==> config.mk <==
export PLATFORM = sky130hd
export DESIGN_NAME = tmr_event_counter
export DESIGN_NICKNAME = d
export VERILOG_FILES = /design/src/hw/tmr_pkg.sv /design/src/hw/tmr_event_counter.sv /design/src/hw/tmr_prescaler.sv /design/src/hw/tmr_pin_sync.sv
export SDC_FILE = /design/constraint.sdc
export NUM_CORES = 1
export LEC_CHECK = 0
export BUFFER_PORTS_ARGS = -buffer_cell sky130_fd_sc_hd__buf_2
export CORE_UTILIZATION = 45
export CTS_BUF_LIST = sky130_fd_sc_hd__clkbuf_4 sky130_fd_sc_hd__clkbuf_8
export DETAILED_ROUTE_END_ITERATION = 12
export GPL_ROUTABILITY_DRIVEN = 0
export PLACE_DENSITY_LB_ADDON = 0.05
export RECOVER_POWER = 50
export SLEW_MARGIN = 5
export SYNTH_ARGS = -nofsm -noshare
export SYNTH_HDL_FRONTEND = slang
export SYNTH_SLANG_ARGS = --single-unit
==> constraint.sdc <==
create_clock -name clk_i -period 4.2 [get_ports clk_i]
set_clock_uncertainty 0.2 [all_clocks]
set_input_delay 1.05 -clock clk_i [delete_from_list [all_inputs] [get_ports clk_i]]
set_output_delay 1.05 -clock clk_i [all_outputs]
set_load 0.01 [all_outputs]
==> src/hw/tmr_pkg.sv <==
// timer/event counter package: register offsets, field positions, reset values
// assumes a byte-wide register port with two registers
package tmr_pkg;
  localparam int DATA_W = 8;
  localparam logic [0:0] ADDR_COUNT = 1'h0; // counter / preload
  localparam logic [0:0] ADDR_CTRL = 1'h1;  // control
  localparam int POS_MODE_HI = 7;
  localparam int POS_MODE_LO = 6;
  localparam int POS_SRC = 5;
  localparam int POS_RUN = 4;
  localparam int POS_EDGE = 3;
  localparam int POS_PSC_HI = 2;
  localparam int POS_PSC_LO = 0;
  localparam logic [7:0] CTRL_RESET = 8'h08;
  localparam logic [7:0] COUNT_RESET = 8'h00;
  localparam logic [7:0] COUNT_MAX = 8'hff;
  localparam logic [1:0] MODE_TIMER = 2'h2;
  localparam logic [1:0] MODE_EVENT = 2'h1;
  localparam logic [1:0] MODE_PULSE = 2'h3;
  localparam int PSC_W = 7;
endpackage

==> src/hw/tmr_event_counter.sv <==
// 8-bit timer/event counter with timer, event and pulse width modes
// assumes a byte register port on clk_i; tick inputs are one-cycle enables on clk_i
//
// Chosen here: the strobed register port and the placing of the registers.
`timescale 1ns/100ps
module tmr_event_counter
  import tmr_pkg::*;
(
  // clock, reset, enable
  input wire logic clk_i,
  input wire logic sys_rst_i,
  input wire logic ce_i,
  // register port
  input wire logic [0:0] addr_i,
  input wire logic [tmr_pkg::DATA_W-1:0] wdata_i,
  input wire logic wr_i,
  input wire logic rd_i,
  output logic [tmr_pkg::DATA_W-1:0] rdata_o,
  // internal clock sources, one-cycle ticks
  input wire logic sys_tick_i,
  input wire logic sub_tick_i,
  // power state and interrupt controller
  input wire logic low_power_i,
  input wire logic irq_enable_i,
  input wire logic irq_flag_i,
  input wire logic irq_flag_set_i,
  input wire logic irq_flag_clr_i,
  // count pin
  input wire logic count_input_pin_i,
  // results
  output logic irq_req_o,
  output logic irq_vector_o,
  output logic wake_o,
  output logic overflow_o
);
  import tmr_pkg::*;

  typedef struct packed {
    logic [7:0] counter;
    logic [7:0] preload;
    logic [1:0] mode;
    logic clock_source_select;
    logic count_run_bit;
    logic edge_polarity_bit;
    logic [2:0] prescale_select;
    logic measuring;
    logic irq_flag;
    logic irq_vec;
    logic wake;
    logic ovf;
    logic [7:0] rdata;
    logic pin_event;
  } state_type;
  state_type s, next_s;

  logic psc_tick, pin_level, pin_rise, pin_fall;
  logic active_edge, end_edge, step, ovf_now, blocked;

  // internal clock source picks system or sub clock tick
  tmr_prescaler tmr_prescaler_inst (
    .clk_i(clk_i),
    .sys_rst_i(sys_rst_i),
    .ce_i(ce_i),
    .src_tick_i(s.clock_source_select ? sub_tick_i : sys_tick_i),
    .sel_i(s.prescale_select),
    .tick_o(psc_tick)
  );

  tmr_pin_sync tmr_pin_sync_inst (
    .clk_i(clk_i),
    .sys_rst_i(sys_rst_i),
    .ce_i(ce_i),
    .pin_i(count_input_pin_i),
    .level_o(pin_level),
    .rise_o(pin_rise),
    .fall_o(pin_fall)
  );

  // edge choice from polarity; start edge and the opposite stop edge
  always_comb begin
    active_edge = s.edge_polarity_bit ? pin_fall : pin_rise;
    if (s.mode == MODE_PULSE) begin
      active_edge = s.edge_polarity_bit ? pin_rise : pin_fall;
    end
    end_edge = s.edge_polarity_bit ? pin_fall : pin_rise;
    blocked = (rd_i && addr_i == ADDR_COUNT) || (wr_i && addr_i == ADDR_COUNT);
    unique case (s.mode)
      MODE_TIMER: step = s.count_run_bit && psc_tick;
      MODE_EVENT: step = s.count_run_bit && s.pin_event;
      MODE_PULSE: step = s.count_run_bit && s.measuring && psc_tick;
      default: step = 1'b0;
    endcase
    step = step && !blocked;
    ovf_now = step && (s.counter == COUNT_MAX);
  end

  // one state update: registers, counting, pulse sequencing
  always_comb begin
    next_s = s;
    next_s.ovf = 1'b0;
    next_s.irq_vec = 1'b0;
    next_s.wake = 1'b0;
    next_s.rdata = 8'h00;
    // pin edges are caught and held until the next counter step
    next_s.pin_event = s.pin_event;
    if (s.mode == MODE_EVENT && active_edge) begin
      next_s.pin_event = 1'b1;
    end
    if (step || s.mode != MODE_EVENT) begin
      next_s.pin_event = active_edge && s.mode == MODE_EVENT && step;
    end
    // counting and overflow reload in timer, event and pulse modes; mode code 0 never steps
    if (ovf_now) begin
      next_s.counter = s.preload;
      next_s.ovf = 1'b1;
      next_s.wake = low_power_i;
    end else if (step) begin
      next_s.counter = s.counter + 8'h01;
    end
    // pulse width sequencing: arm, start on edge, stop on return edge
    if (s.mode == MODE_PULSE && s.count_run_bit) begin
      if (!s.measuring && active_edge) begin
        next_s.measuring = 1'b1;
      end else if (s.measuring && end_edge) begin
        next_s.measuring = 1'b0;
        next_s.count_run_bit = 1'b0;
      end
    end
    if (!s.count_run_bit) begin
      next_s.measuring = 1'b0; // disarmed: pin ignored
    end
    // request flag: hardware set wins over clear
    if (irq_flag_clr_i) begin
      next_s.irq_flag = 1'b0;
    end
    if (irq_flag_set_i || ovf_now) begin
      next_s.irq_flag = 1'b1;
    end
    next_s.irq_vec = ovf_now && irq_enable_i;
    // software flag already set suppresses wake, as for halt entry
    if (irq_flag_i && s.irq_flag) begin
      next_s.wake = 1'b0;
    end
    // register writes; run only via software outside pulse mode
    if (wr_i) begin
      unique case (addr_i)
        ADDR_COUNT: begin
          next_s.preload = wdata_i;
          if (!s.count_run_bit) begin
            next_s.counter = wdata_i;
          end
        end
        ADDR_CTRL: begin
          next_s.mode = wdata_i[POS_MODE_HI:POS_MODE_LO];
          next_s.clock_source_select = wdata_i[POS_SRC];
          next_s.count_run_bit = wdata_i[POS_RUN];
          next_s.edge_polarity_bit = wdata_i[POS_EDGE];
          next_s.prescale_select = wdata_i[POS_PSC_HI:POS_PSC_LO];
          next_s.measuring = 1'b0;
        end
      endcase
    end
    // read data in the cycle after the strobe
    if (rd_i) begin
      unique case (addr_i)
        ADDR_COUNT: next_s.rdata = s.counter;
        ADDR_CTRL: next_s.rdata = {s.mode, s.clock_source_select, s.count_run_bit,
          s.edge_polarity_bit, s.prescale_select};
      endcase
    end
  end

  // all state held by the clock enable
  always_ff @(posedge clk_i or posedge sys_rst_i) begin
    if (sys_rst_i) begin
      s <= '0;
      s.edge_polarity_bit <= CTRL_RESET[POS_EDGE];
      s.counter <= COUNT_RESET;
      s.preload <= COUNT_RESET;
    end else if (ce_i) begin
      s <= next_s;
    end
  end

  assign rdata_o = s.rdata;
  assign irq_req_o = s.irq_flag;
  assign irq_vector_o = s.irq_vec;
  assign wake_o = s.wake;
  assign overflow_o = s.ovf;

  // overflow reloads the preload value
  property p_reload;
    @(posedge clk_i) disable iff (sys_rst_i)
    (ce_i && ovf_now && !wr_i) |=> (s.counter == $past(s.preload) && overflow_o);
  endproperty
  a_reload: assert property (p_reload) else $error("no reload on overflow");

  // overflow always sets the request flag
  property p_flag;
    @(posedge clk_i) disable iff (sys_rst_i)
    (ce_i && ovf_now) |=> irq_req_o;
  endproperty
  a_flag: assert property (p_flag) else $error("flag not set on overflow");

  // software-only run clear outside pulse mode
  property p_run_kept;
    @(posedge clk_i) disable iff (sys_rst_i)
    (ce_i && s.count_run_bit && s.mode != MODE_PULSE && !wr_i) |=> s.count_run_bit;
  endproperty
  a_run_kept: assert property (p_run_kept) else $error("run cleared by hardware");

  // blocked access freezes counter unless written
  property p_block;
    @(posedge clk_i) disable iff (sys_rst_i)
    (ce_i && rd_i && addr_i == ADDR_COUNT && !wr_i) |=> $stable(s.counter);
  endproperty
  a_block: assert property (p_block) else $error("count moved during read");

  // armed but idle pulse counter does not move
  property p_armed;
    @(posedge clk_i) disable iff (sys_rst_i)
    (ce_i && s.mode == MODE_PULSE && !s.measuring && !wr_i) |=> $stable(s.counter);
  endproperty
  a_armed: assert property (p_armed) else $error("counted before start edge");

  // stop edge clears run bit
  property p_stop;
    @(posedge clk_i) disable iff (sys_rst_i)
    (ce_i && s.mode == MODE_PULSE && s.measuring && end_edge && !wr_i) |=> !s.count_run_bit;
  endproperty
  a_stop: assert property (p_stop) else $error("pulse end missed");

  // stopped preload write goes straight in
  property p_preload;
    @(posedge clk_i) disable iff (sys_rst_i)
    (ce_i && wr_i && addr_i == ADDR_COUNT && !s.count_run_bit) |=> s.counter == $past(wdata_i);
  endproperty
  a_preload: assert property (p_preload) else $error("preload not direct");

  // wake in low power on overflow regardless of enable
  property p_wake;
    @(posedge clk_i) disable iff (sys_rst_i)
    (ce_i && ovf_now && low_power_i && !(irq_flag_i && s.irq_flag)) |=> wake_o;
  endproperty
  a_wake: assert property (p_wake) else $error("no wake on overflow");

  // software clear drops the flag when no set competes
  property p_flag_clr;
    @(posedge clk_i) disable iff (sys_rst_i)
    (ce_i && irq_flag_clr_i && !irq_flag_set_i && !ovf_now) |=> !irq_req_o;
  endproperty
  a_flag_clr: assert property (p_flag_clr) else $error("flag not cleared");

  // enabled overflow raises the vector pulse
  property p_vec;
    @(posedge clk_i) disable iff (sys_rst_i)
    (ce_i && ovf_now && irq_enable_i) |=> irq_vector_o;
  endproperty
  a_vec: assert property (p_vec) else $error("no vector on overflow");

  // no vector while the interrupt is disabled
  property p_no_vec;
    @(posedge clk_i) disable iff (sys_rst_i)
    (ce_i && !irq_enable_i) |=> !irq_vector_o;
  endproperty
  a_no_vec: assert property (p_no_vec) else $error("vector while disabled");

  // wake only comes out of low power
  property p_no_wake_awake;
    @(posedge clk_i) disable iff (sys_rst_i)
    (ce_i && !low_power_i) |=> !wake_o;
  endproperty
  a_no_wake_awake: assert property (p_no_wake_awake) else $error("wake while awake");

  // running preload write only reaches the preload, counter frozen
  property p_held_preload;
    @(posedge clk_i) disable iff (sys_rst_i)
    (ce_i && wr_i && addr_i == ADDR_COUNT && s.count_run_bit) |=>
      (s.preload == $past(wdata_i) && $stable(s.counter));
  endproperty
  a_held_preload: assert property (p_held_preload) else $error("preload not held");

  // timer mode steps by one on each divided tick
  property p_timer_step;
    @(posedge clk_i) disable iff (sys_rst_i)
    (ce_i && s.mode == MODE_TIMER && s.count_run_bit && psc_tick && !blocked &&
      s.counter != COUNT_MAX && !wr_i) |=> s.counter == $past(s.counter) + 8'h01;
  endproperty
  a_timer_step: assert property (p_timer_step) else $error("timer step lost");

  // event mode steps by one on a pending pin edge
  property p_event_step;
    @(posedge clk_i) disable iff (sys_rst_i)
    (ce_i && s.mode == MODE_EVENT && s.count_run_bit && s.pin_event && !blocked &&
      s.counter != COUNT_MAX && !wr_i) |=> s.counter == $past(s.counter) + 8'h01;
  endproperty
  a_event_step: assert property (p_event_step) else $error("event step lost");

  // stopped counter holds its value
  property p_stopped;
    @(posedge clk_i) disable iff (sys_rst_i)
    (ce_i && !s.count_run_bit && !wr_i) |=> $stable(s.counter);
  endproperty
  a_stopped: assert property (p_stopped) else $error("stopped counter moved");

  // armed pulse counter starts on the active edge
  property p_start;
    @(posedge clk_i) disable iff (sys_rst_i)
    (ce_i && s.mode == MODE_PULSE && s.count_run_bit && !s.measuring && active_edge && !wr_i)
      |=> s.measuring;
  endproperty
  a_start: assert property (p_start) else $error("start edge missed");

  // read data stands only in the cycle after a read strobe
  property p_rdata_idle;
    @(posedge clk_i) disable iff (sys_rst_i)
    (ce_i && !rd_i) |=> rdata_o == 8'h00;
  endproperty
  a_rdata_idle: assert property (p_rdata_idle) else $error("stale read data");

  // overflow pulse only after a real wrap
  property p_ovf_only;
    @(posedge clk_i) disable iff (sys_rst_i)
    (ce_i && !ovf_now) |=> !overflow_o;
  endproperty
  a_ovf_only: assert property (p_ovf_only) else $error("spurious overflow");
endmodule // tmr_event_counter

==> src/hw/tmr_prescaler.sv <==
// prescaler: divides the selected timer input clock enable by 2^sel
// assumes src_tick_i is a one-cycle pulse in the clk_i domain
`timescale 1ns/100ps
module tmr_prescaler
  import tmr_pkg::*;
(
  // clock and reset
  input wire logic clk_i,
  input wire logic sys_rst_i,
  input wire logic ce_i,
  // control
  input wire logic src_tick_i,
  input wire logic [2:0] sel_i,
  // result
  output logic tick_o
);
  typedef struct packed {
    logic [PSC_W-1:0] div;
    logic tick;
  } state_type;
  state_type s, next_s;
  logic [PSC_W:0] mask;

  // divide codes 0..7 give /1../128: a tick when low sel bits all wrap to zero
  always_comb begin
    mask = (8'h01 << sel_i) - 8'h01;
    next_s = s;
    next_s.tick = 1'b0;
    if (src_tick_i) begin
      next_s.div = s.div + 7'h01;
      next_s.tick = ((s.div & mask[PSC_W-1:0]) == mask[PSC_W-1:0]);
    end
  end

  always_ff @(posedge clk_i or posedge sys_rst_i) begin
    if (sys_rst_i) begin
      s <= '0;
    end else if (ce_i) begin
      s <= next_s;
    end
  end

  assign tick_o = s.tick;
endmodule // tmr_prescaler

==> src/hw/tmr_pin_sync.sv <==
// two-stage synchroniser with edge detection for the count pin
// assumes the pin is asynchronous to clk_i
`timescale 1ns/100ps
module tmr_pin_sync (
  // clock and reset
  input wire logic clk_i,
  input wire logic sys_rst_i,
  input wire logic ce_i,
  // pin
  input wire logic pin_i,
  // edges
  output logic level_o,
  output logic rise_o,
  output logic fall_o
);
  typedef struct packed {
    logic meta;
    logic sync;
    logic last;
  } state_type;
  state_type s, next_s;

  // only sync and last feed the edge logic, never meta
  always_comb begin
    next_s.meta = pin_i;
    next_s.sync = s.meta;
    next_s.last = s.sync;
  end

  always_ff @(posedge clk_i or posedge sys_rst_i) begin
    if (sys_rst_i) begin
      s <= 3'h0;
    end else if (ce_i) begin
      s <= next_s;
    end
  end

  assign level_o = s.sync;
  assign rise_o = s.sync & ~s.last;
  assign fall_o = ~s.sync & s.last;
endmodule // tmr_pin_sync

# [After elaboration in Yosys (flattened, before gate mapping)]
# Index checks and enable logic that the tools add are counted.
[totals] input_bits=22 word_cells=89 regBits=49 output_inout_bits=12
[op_classes] n_eq_ne=6 mux=27 shift=1 addsub=3 n_reduce_logical=27 bitwise=6
[op_table] operator="$mux W8" count=4
[op_table] operator="$mux W25" count=1
[op_table] operator="$mux W1" count=17
[op_table] operator="$mux W16" count=1
[op_table] operator="$pmux W8 S2" count=1
[op_table] operator="$logic_and A1 B1 Y1" count=15
[op_table] operator="$mux W9" count=1
[op_table] operator="$add A8 B1 Y8 const B" count=1
[op_table] operator="$eq A8 B8 Y1 const B" count=1
[op_table] operator="$add A7 B1 Y7 const B" count=1
[op_table] operator="$and A7 B7 Y7" count=1
[op_table] operator="$eq A7 B7 Y1" count=1
[op_table] operator="$shl A1 B3 Y7 const A" count=1
[op_table] operator="$sub A7 B1 Y7 const B" count=1
[op_table] operator="$reduce_and A2 Y1" count=3
[op_table] operator="$reduce_and A3 Y1" count=2
[op_table] operator="$eq A2 B2 Y1 const B" count=2
[op_table] operator="$reduce_bool A2 Y1" count=2
[op_table] operator="$logic_or A1 B1 Y1" count=3
[op_table] operator="$not A1 Y1" count=3
[op_table] operator="$pmux W1 S3" count=1
[op_table] operator="$and A1 B1 Y1" count=2
[op_table] operator="$eq A2 B1 Y1 const B" count=1
[op_table] operator="$logic_not A1 Y1" count=2
[op_table] operator="other kinds (2)" count=2

# [Longest topological paths before layout]
# Gate-level depths: netlist of run 1.
[depth] word_depth=10 ltp_mapped=7

# [Modules after synthesis]
# Synthesis of run 1 repeated with hierarchy kept, for this count alone.
[hier_totals] hier_cells=255 hier_area_um2=2583.7
[modules_own_cells] mod="tmr_event_counter" cells_per_inst=210 area_per_inst_um2=2070.7 instances=1
[modules_own_cells] mod="tmr_prescaler" cells_per_inst=36 area_per_inst_um2=387.9 instances=1
[modules_own_cells] mod="tmr_pin_sync" cells_per_inst=9 area_per_inst_um2=125.1 instances=1

# [Worst setup path before layout of run 1]
# No wires, ideal clock.
[synth_path] path_type="input -> register" startpoint="input port rd_i" endpoint="register s[30] (netlist name)" path_buffers=1 setup_slack_ns=1.656 path_stages=6 setup_time_ns=0.136 arrival_time_ns=2.208 path_cell_list="o21bai_1 nand2_1 or4_1 buf_2 o41ai_2 a31oi_1"
[synth_via] elab_chain_len=9
[synth_rtl] element="from (decl)" line_no="tmr_event_counter.sv:17" source="input wire logic rd_i,"
[synth_rtl] element="$logic_and A1 B1 Y1 (*)" line_no="tmr_event_counter.sv:86" source="blocked = (rd_i && addr_i == ADDR_COUNT) || (wr_i && addr_i == ADDR_COUNT);"
[synth_rtl] element="$logic_or A1 B1 Y1 (*)" line_no="tmr_event_counter.sv:86"
[synth_rtl] element="$logic_not A1 Y1 (*)" line_no="tmr_event_counter.sv:93" source="step = step && !blocked;"
[synth_rtl] element="$logic_and A1 B1 Y1 (*)" line_no="tmr_event_counter.sv:93"
[synth_rtl] element="$mux W8 or $logic_and A1 B1 Y1 (tied branches)" line_no="tmr_event_counter.sv:117, tmr_event_counter.sv:94"
[synth_rtl] element="$mux W8 (*)" line_no="tmr_event_counter.sv:113" source="if (ovf_now) begin"
[synth_rtl] element="$mux W8" line_no="tmr_event_counter.sv:149" source="if (!s.count_run_bit) begin"
[synth_rtl] element="$mux W16" line_no="tmr_event_counter.sv:146" source="unique case (addr_i)"
[synth_rtl] element="$mux W25 (*)" line_no="tmr_event_counter.sv:145" source="if (wr_i) begin"
[synth_rtl] element="to (signal assigned)" line_no="tmr_event_counter.sv:181" source="s <= next_s;"
[synth_rtl] element="to (decl)" line_no="tmr_event_counter.sv:54" source="state_type s, next_s;"
# Every way passes the cells marked *; elsewhere a longest branch is shown, timed or not.
# A chain may end at the register's enable or synchronous reset.

# [Final worst setup path of run 1]
[layout_path] startpoint="input port ce_i" endpoint="register s[19] (netlist name)"
[layout_via] elab_chain_len=1
[layout_rtl] element="from (decl)" line_no="tmr_event_counter.sv:12" source="input wire logic ce_i,"
[layout_rtl] element="$reduce_and A3 Y1 (no line)"
# Every way passes these cells.

==> results of run 1 <==
-- worst paths after layout --
path / end / slack (ns) / start / cells after the start
worst max-delay path: s[19] / 1.13 / ce_i / 4
worst min-delay path: tmr_prescaler_inst.s[7] / 0.27 / tmr_prescaler_inst.s[7] / 1
worst max register to register: s[30] / 1.97 / s[30] / 5
worst min register to register: tmr_prescaler_inst.s[7] / 0.27 / tmr_prescaler_inst.s[7] / 1
max in group asynchronous: s[31] / 1.59 / sys_rst_i / 2
min in group asynchronous: tmr_pin_sync_inst.next_s[1] / 1.13 / sys_rst_i / 2
-- registers in the layout, summed over array words and instances, names as in the netlist --
signal                     flops
tmr_prescaler_inst.s           7
tmr_pin_sync_inst.s            1
tmr_prescaler_inst.tick_o      1
tmr_pin_sync_inst.next_s       1
overflow_o                     1
wake_o                         1
s                             26
rdata_o                        8
irq_vector_o                   1
tmr_pin_sync_inst.level_o      1
irq_req_o                      1
-- routing by layer --
metal	GRT usage	up-vias
li1	-	909
met1	0.298	902
met2	0.313	46
met3	0.0294	9
met4	0.0792	0
met5	0	-
-- final cells by class --
| cell class | count | area (um^2) |
|---|---|---|
| multi-input combinational | 167 | 1230 |
| tap | 72 | 90.1 |
| inverter | 4 | 15.0 |
| clock inverter | 2 | 10.0 |
| fill | 512 | 2680 |
| clock buffer | 6 | 76.3 |
| timing repair buffer | 36 | 183 |
| sequential | 49 | 1230 |
-- worst max-delay path, stage by stage --
cell      delay (ns)
clkbuf_1        0.56
clkbuf_1        0.50
nand3_1         0.52
mux2_2          0.42
-- kinds of logic after synthesis --
family,after synthesis,synth area share
buffers and inverters,22,0.0452
adders and majority gates,2,0.00972
AOI/OAI and AO/OA,51,0.152
DFF,49,0.477
xor gates and xnor gates,10,0.0340
and+or+nand+nor,72,0.148
muxes,32,0.134
-- cells in the final DEF (no fill, tap or decap), types with 3 or more instances in the layout --
cell type / netlist / layout
a21oi_1: 7 / 7
a31oi_1: 5 / 5
a32o_1: 3 / 3
and3_1: 3 / 3
buf_2: 3 / 32
clkbuf_8: 0 / 5
dfrtp_1: 48 / 48
inv_1: 4 / 4
mux2_2: 20 / 20
mux2i_1: 12 / 12
nand2_1: 20 / 20
nand2b_1: 6 / 6
nand3_1: 9 / 9
nand4_1: 4 / 4
nor2_1: 13 / 13
o21ai_0: 8 / 8
o2bb2ai_1: 10 / 10
or3_1: 3 / 3
xnor2_1: 5 / 5
xor2_1: 5 / 5
-- metrics by stage --
stage / setup slack (ns) / hold slack, ns / util
floorplan: 1.66 / 0.233 / -
global placement: 1.19 / 0.252 / 0.499
detailed placement: 1.11 / 0.254 / 0.499
CTS: 1.43 / 0.272 / 0.515
global route: 0.965 / 0.299 / 0.514
finish: 1.13 / 0.270 / 0.514
-- cell usage after synthesis (3+ instances only) --
library cell	count	share of area
dfrtp_1	48	0.47
mux2_2	20	0.088
nand2_1	20	0.029
nor2_1	13	0.019
mux2i_1	12	0.047
o2bb2ai_1	10	0.034
nand3_1	9	0.017
buf_4	8	0.023
o21ai_0	8	0.016
a21oi_1	7	0.014
nand2b_1	6	0.015
a31oi_1	5	0.012
clkbuf_1	5	0.0073
xnor2_1	5	0.017
xor2_1	5	0.017
inv_1	4	0.0058
nand4_1	4	0.0097
a32o_1	3	0.012
and3_1	3	0.0073
buf_2	3	0.0058
or3_1	3	0.0073
-- report_power, final --
part,switching [mW],internal [mW]
Combinational,0.143,0.151
Sequential,0.113,0.567
Clock,0.159,0.122
Total,0.415,0.840
==> results.ini, run 1 <==
[logic_synthesis]
yosys_warnings=0
syn_nets=262
synthCells=238
async_reset_ff_frac=1.00
netlist_area_um2=2570
ys_seq_area_frac=0.477
syn_area_per_cell_um2=10.8
synth_edf_count=0
synth-seq-cells=49
ys.flop_type=dfrtp_1
synth_cell_types=50

[finish]
drive_gt1_frac=0.265
nNetsFinal=287
antennaDiodeCount=0
final_area_um2=2830
instances_no_fill=336
area_growth_pct=9.97

[setup_path]
critPathLaunchType=input port
worstSetupPathType=input port to flop
worstSetupEndpointType=flop
required_ns=4.19
arrival_ns=3.06
crit_fanout=18

[drt]
firstDrtPassIters=4
drtAntennaViolNets=0
drc=0
wl_met2_mm=2.60
wl_met3_um=199
drt-wirelength-per-cell_um=17.0
routed_wl_mm=5.71
dr.max_layer_used=met4
vias=1866
wl_met1_mm=2.83
drt_iter0_drc=120
avgViaCountPerCell=5.55

[grt]
antenna_found_initial=0
gr-total-overflow=0
grt_pass1_vias=1786
grt_start_max_net_pins=50
track_usage=0.207
grt_pass1_wl_mm=9.36

[cts]
cts_tree=yes
insertion_delay_ns=0.31
h-tree-depth=2
postCtsSetupBuffers=0
cts_buffers=5
cts_resized=0
clock_path_buffers=2
path_clk_slew_ns=0.09
cts_sinks=49
cts_root_buffer=clkbuf_8
hold_buffers=0

[floorplanning]
dieArea_um2=6030
core.rowCount=27
die_h_um=77.6
core-area_um2=5510
start_util=0.467
dieWidth_um=77.6
pin_count=34

[placement]
io_buffer_count=33
dpl_cell_area_um2=2750
dp_hpwl_mm=4.05
place_inst=328

[outcome]
outcome=finished, violations left
violations=max-capacitance violations, max-slew violations

[power]
power.total_mw=1.25
p_leak_nw=1.26
max-vdd-ir-drop_v=0.000233
pwr_density_cell_nw_per_um2=443

[min_path]
holdCritPathClass=flop to flop

[timing]
tightest_slew_ns=1.86
drv_slew=50
rsz0062_at_grt=no
finalCritPeriodShare=0.731
fin_crit_ns=3.07
setup_viol=0
setup_tns_ns=0
hold_viol=0
slew_headroom=-0.243
fmax_mhz=326

[job]
drv_cap=1

No activity file was read; power rests on OpenSTA's default activity.
==> run 2: changes to the inputs <==
--- a/config.mk
+++ b/config.mk
@@ -5,6 +5,7 @@
 export SDC_FILE = /design/constraint.sdc
 export NUM_CORES = 1
 export LEC_CHECK = 0
+export ABC_AREA = 1
 export BUFFER_PORTS_ARGS = -buffer_cell sky130_fd_sc_hd__buf_2
 export CORE_UTILIZATION = 45
 export CTS_BUF_LIST = sky130_fd_sc_hd__clkbuf_4 sky130_fd_sc_hd__clkbuf_8
==> constraint.sdc (replaced) <==
create_clock -name clk_i -period 2.7 [get_ports clk_i]
set_clock_uncertainty 0.2 [all_clocks]
set_input_delay 0.675 -clock clk_i [delete_from_list [all_inputs] [get_ports clk_i]]
set_output_delay 0.675 -clock clk_i [all_outputs]
set_load 0.01 [all_outputs]
==> run 2 against run 1 <==
  * The run now ends clean
  * Sequential power increased by 46%
  * Synthesized cell count increased by 48%
  * Power grew 50%
  * Register-to-register slack lost 1.1 ns
  * Cell area rose by 3.1%
  * Largest cell class is now flip-flops and latches
  * Sequential cell count stayed put
  * Critical endpoint is now tmr_prescaler_inst.s[7]
  * Core utilization grew 0.95 points
  * Highest routed layer unchanged
  * Critical path type unchanged
==> results.ini, run 2 <==
[outcome]
outcome=complete, no violations

[cts]
cts_sinks=49  ; unchanged
clock_path_buffers=2  ; unchanged
cts_buffers=5  ; unchanged
insertion_delay_ns=0.31  ; about the same
path_clk_slew_ns=0.10  ; about the same
hold_buffers=0  ; unchanged
h-tree-depth=2  ; unchanged
postCtsSetupBuffers=0  ; unchanged
cts_root_buffer=clkbuf_8
cts_tree=yes
cts_resized=0  ; unchanged

[timing]
fmax_mhz=472
tightest_slew_ns=0.885  ; -0.978 ns
finalCritPeriodShare=0.785
rsz0062_at_grt=no
setup_viol=0  ; unchanged
hold_viol=0  ; unchanged
drv_slew=0  ; -100%
slew_headroom=0.410  ; +0.653
setup_tns_ns=0  ; unchanged
fin_crit_ns=2.12
fin_hold_ws_ns=0.281  ; +0.0104 ns

[logic_synthesis]
async_reset_ff_frac=1.00  ; unchanged
ys_seq_area_frac=0.467  ; -0.0102
yosys_warnings=0  ; unchanged
ys.flop_type=dfrtp_1
synth-seq-cells=49  ; unchanged
synth_most_common_cell=nand2_1
syn_nets=376  ; +44%
syn_area_per_cell_um2=7.47  ; -31%
synthTopCellsByArea=dfrtp_1, nand2_1, o21ai_0
synth_cell_types=27  ; -46%
synth_top_area_frac=0.457  ; -0.00999
synth_top_area_cell=dfrtp_1
synth_common_cells=nand2_1, dfrtp_1, o21ai_0
synth_edf_count=0  ; unchanged
netlist_area_um2=2630  ; +2.2%
synthCells=352  ; +48%

[min_path]
min_path_cells=1  ; unchanged
worstHoldStart=tmr_prescaler_inst.s[6]
worst_hold_path.endpoint=tmr_prescaler_inst.s[6]
holdCritPathClass=flop to flop

[setup_path]
critPathMaxStageDelay_ns=0.49  ; -0.07 ns
cp.buffers_inverters=3  ; +1
critPathLaunchType=input port
reg2reg_from=s[31]
cp_slowest_cell=clkbuf_1
rr_worst_depth=5  ; unchanged
worstSetupPathType=input port to flop
rr_endpoint=wake_o
arrival_ns=2.16  ; -0.90 ns
crit_fanout=14  ; -4
path_delay_family=buffers and inverters
required_ns=2.74  ; -1.45 ns
path_cells=clkbuf_1, inv_2, a21oi_2, inv_1, nor2_1, nand3_1, nor2_1, xor2_1
r2r_setup_slack_ns=0.86  ; -1.11 ns
cpMostUsedCell=nor2_1
worstSetupEndpointType=flop

[job]
drv_cap=0  ; -1

[grt]
grt_pass1_vias=2176  ; +22%
grt_start_max_net_pins=34  ; -32%
track_usage=0.228  ; +0.0208
grt_pass1_wl_mm=10.7  ; +15%
antenna_found_initial=0  ; unchanged
gr-total-overflow=0  ; unchanged

[power]
p_leak_nw=1.59  ; +26%
max-vdd-ir-drop_v=0.000276  ; +18%
power.total_mw=1.88  ; +50%
pwr_density_cell_nw_per_um2=644  ; +45%

[drt]
drc=0  ; unchanged
avgViaCountPerCell=5.04  ; -9.3%
drtAntennaViolNets=0  ; unchanged
vias=2282  ; +22%
firstDrtPassIters=4  ; unchanged
drt_iter0_drc=129  ; +7.5%
drt-wirelength-per-cell_um=13.9  ; -18%
routed_wl_mm=6.28  ; +10%

[finish]
area_growth_pct=10.9
nNetsFinal=404  ; +41%
instances_no_fill=453  ; +35%
largest_reg_flops=26  ; unchanged
layout_common_cells=nand2_1, dfrtp_1, o21ai_0
top_register=s
antennaDiodeCount=0  ; unchanged
layout_commonest_cell=nand2_1
drive_gt1_frac=0.144  ; -0.121
postLayoutCoreUtil=0.523  ; +0.00948

[floorplanning]
pin_count=34  ; unchanged
die_h_um=78.5  ; +1.1%
dieArea_um2=6150  ; +2.1%
dieWidth_um=78.5  ; +1.1%
core-area_um2=5570  ; +1.2%
start_util=0.472  ; +0.00444
core.rowCount=27  ; unchanged

[placement]
io_buffer_count=33  ; unchanged
dp_hpwl_mm=4.55  ; +12%
place_inst=445  ; +36%

-- run 2: worst max path at each step --
stage	from	to	slack, ns	depth (start not counted)
final	ce_i	tmr_prescaler_inst.s[7]	0.58	8
after global routing	ce_i	tmr_prescaler_inst.s[7]	0.38	8
after global placement	ce_i	tmr_prescaler_inst.s[7]	0.56	8
after detailed placement	ce_i	tmr_prescaler_inst.s[7]	0.52	8
after CTS	ce_i	tmr_prescaler_inst.s[7]	0.85	8
after floorplan	sys_rst_i	irq_req_o	0.65	1
-- run 2: logic make-up (layout without fill, tap and decap cells) --
kind of cell / after synthesis / after routing / share of synthesized area
simple gates: 181 / 181 / 0.292
compound gates: 58 / 58 / 0.114
buf+inv: 53 / 82 / 0.0875
flops: 49 / 49 / 0.467
xor+xnor: 9 / 9 / 0.0300
fa+ha+maj: 2 / 2 / 0.00951
-- run 2: routing by layer --
layer  vias up  wire length (um)  share of wire  track usage
met5         -                 0              0            0
met4         0                83          0.013       0.0667
met3         5               420          0.067       0.0430
met2        78              2700           0.43        0.355
met1      1030              3080           0.49        0.321
li1       1169                 -              -            -
-- run 2: layout make-up --
| class | count | area (um^2) |
|---|---|---|
| Fill cell | 541 | 2660 |
| Sequential cell | 49 | 1230 |
| Multi-Input combinational cell | 250 | 1170 |
| Timing Repair Buffer | 37 | 191 |
| Inverter | 37 | 139 |
| Clock buffer | 7 | 90.1 |
| Tap cell | 72 | 90.1 |
| Clock inverter | 1 | 7.51 |
-- run 2: worst reg2reg max path: stages (launching register included) --
cell and delay [ns]:
dfrtp_1 0.45, ha_1 0.24, nand4_1 0.27, nor3_4 0.33, nand2_1 0.14, o21ai_1 0.15
-- run 2: report_power, final --
| part | internal [mW] | switching [mW] |
|---|---|---|
| registers | 0.862 | 0.134 |
| logic | 0.159 | 0.254 |
| clock network | 0.219 | 0.252 |
-- run 2: per-stage QoR --
stage | setup slack, ns | instance area, um^2
2_1_floorplan | 0.654 | 2630
3_3_place_gp | 0.558 | 2840
3_5_place_dp | 0.519 | 2840
4_1_cts | 0.851 | 2930
5_1_grt | 0.383 | 2920
6_report | 0.581 | 2920
==> run 3: changes to the inputs <==
==> constraint.sdc (replaced) <==
create_clock -name clk_i -period 2.1 [get_ports clk_i]
set_clock_uncertainty 0.2 [all_clocks]
set_input_delay 0.525 -clock clk_i [delete_from_list [all_inputs] [get_ports clk_i]]
set_output_delay 0.525 -clock clk_i [all_outputs]
set_load 0.01 [all_outputs]
==> run 3 against run 2 <==
  * Critical path depth fell by 1
  * Setup slack lost 0.40 ns
  * Power rose by 27%
  * Sequential cell count did not move
  * Global-route usage shrank 0.15 points
  * Register-to-register slack got worse by 0.67 ns
  * Die area did not move
  * Combinational power rose by 31%
  * Cell count grew 0.66%
  * Worst hold slack worse by 0.062 ns
  * Critical path type unchanged
==> results.ini, run 3 (synthesized netlist as in run 2, its figures left out) <==
[outcome]
outcome=complete, no violations

[cts]
cts_root_buffer=clkbuf_8
hold_buffers=0  ; unchanged
postCtsSetupBuffers=0  ; unchanged
insertion_delay_ns=0.30  ; about the same
path_clk_slew_ns=0.09  ; about the same
clock_path_buffers=2  ; unchanged
h-tree-depth=2  ; unchanged
cts_tree=yes
cts_resized=0  ; unchanged
cts_buffers=5  ; unchanged
cts_sinks=49  ; unchanged

[grt]
track_usage=0.226  ; -0.00150
antenna_found_initial=0  ; unchanged
grt_start_max_net_pins=50  ; +47%
grt_pass1_wl_mm=10.7  ; -0.51%
gr-total-overflow=0  ; unchanged
grt_pass1_vias=2164  ; -0.55%

[power]
p_leak_nw=1.60  ; +0.78%
max-vdd-ir-drop_v=0.000323  ; +17%
pwr_density_cell_nw_per_um2=815  ; +27%
power.total_mw=2.39  ; +27%

[finish]
drive_gt1_frac=0.146  ; +0.00148
regArea_um2=1230  ; unchanged
largest_reg_flops=26  ; unchanged
antennaDiodeCount=0  ; unchanged
nFillCells=556  ; +2.8%
layout_common_cells=nand2_1, dfrtp_1, inv_1, o21ai_0, buf_2
instances_no_fill=456  ; +0.66%
top_register=s
layout_commonest_cell=nand2_1
multi_input_area_um2=1170  ; -0.32%
nNetsFinal=407  ; +0.74%
area_growth_pct=11.3

[floorplanning]
die_h_um=78.5  ; unchanged
start_util=0.472  ; unchanged
core-area_um2=5570  ; unchanged
pin_count=34  ; unchanged
dieWidth_um=78.5  ; unchanged
dieArea_um2=6150  ; unchanged
core.rowCount=27  ; unchanged

[setup_path]
critPathMaxStageDelay_ns=0.44  ; -0.05 ns
cp_slowest_cell=clkbuf_2
arrival_ns=1.94  ; -0.22 ns
worstSetupPathType=input port to flop
crit_fanout=33  ; +19
worstSetupEndpointType=flop
required_ns=2.12  ; -0.62 ns
path_cells=clkbuf_1, inv_1, clkbuf_2, nor2_1, buf_4, nand2_1, o21ai_0
cp.buffers_inverters=4  ; +1
critPathLaunchType=input port
path_delay_family=buffers and inverters

[timing]
fmax_mhz=521
setup_viol=0  ; unchanged
tightest_slew_ns=1.22  ; +0.335 ns
drv_slew=0  ; unchanged
hold_viol=0  ; unchanged
finalCritPeriodShare=0.915
fin_crit_ns=1.92
rsz0062_at_grt=no
setup_tns_ns=0  ; unchanged
slew_headroom=0.187  ; -0.223

[placement]
dp_hpwl_mm=4.35  ; -4.4%
io_buffer_count=33  ; unchanged
place_inst=448  ; +0.67%

[drt]
vias=2274  ; -0.35%
drt-wirelength-per-cell_um=13.4  ; -3.4%
drtAntennaViolNets=0  ; unchanged
avgViaCountPerCell=4.99  ; -1.0%
firstDrtPassIters=5  ; +1
drc=0  ; unchanged
drt_iter0_drc=181  ; +40%
routed_wl_mm=6.11  ; -2.7%

[job]
drv_cap=0  ; unchanged

[min_path]
holdCritPathClass=input port to flop

-- run 3: cell types whose count changed in the layout (fill, tap and decap cells not counted) --
cell      change
a21oi_2       -1
a21oi_1       +1
inv_2         -1
clkbuf_2      +1
inv_1         +1
clkbuf_4      +1
buf_4         +2
clkbuf_8      -1
-- run 3: power by group --
part	internal, mW	switching, mW
combinational	0.211	0.331
clock	0.262	0.310
sequential	1.11	0.164
total	1.58	0.805
-- run 3: metrics by stage --
stage | hold WS, ns | instance area, um^2 | worst slack (ns) | utilization
floorplan | 0.242 | 2630 | 0.204 | -
global placement | 0.259 | 2860 | 0.160 | 0.513
detailed placement | 0.260 | 2860 | 0.155 | 0.513
CTS | 0.0626 | 2950 | 0.216 | 0.529
global route | 0.222 | 2930 | 0.0232 | 0.525
finish | 0.219 | 2930 | 0.179 | 0.525
-- run 3: tightest hold or removal path, cell delays in order --
cell	delay [ns]
buf_2	0.07
nand2_1	0.04
nand2_1	0.05
-- run 3: layout make-up --
type / instances / area share
clock buffers: 7 / 0.0286
well taps: 72 / 0.0308
multi-input cells: 250 / 0.399
inverters: 37 / 0.0474
repair buffers: 40 / 0.0722
clock inverters: 1 / 0.00256
flip-flops and latches: 49 / 0.419
-- run 3: routing by layer --
layer / vias to the layer above / global-route usage / routed length [um]
met2: 89 / 0.343 / 2600
met5: - / 0 / 0
met4: 0 / 0.0741 / 59
met1: 1011 / 0.330 / 3080
li1: 1170 / - / -
met3: 4 / 0.0326 / 371
-- run 3: final timing paths --
check                                              endpoint         startpoint  slack, ns  cells past startpoint
worst max-delay path                                  s[17]               ce_i       0.18                      7
worst min-delay path            tmr_pin_sync_inst.next_s[1]  count_input_pin_i       0.22                      3
worst max register to register                        s[30]              s[31]       0.19                      8
worst min register to register                   rdata_o[5]         rdata_o[5]       0.28                      2
max in group asynchronous                             s[14]          sys_rst_i       0.56                      3
min in group asynchronous                        rdata_o[1]          sys_rst_i       0.42                      3
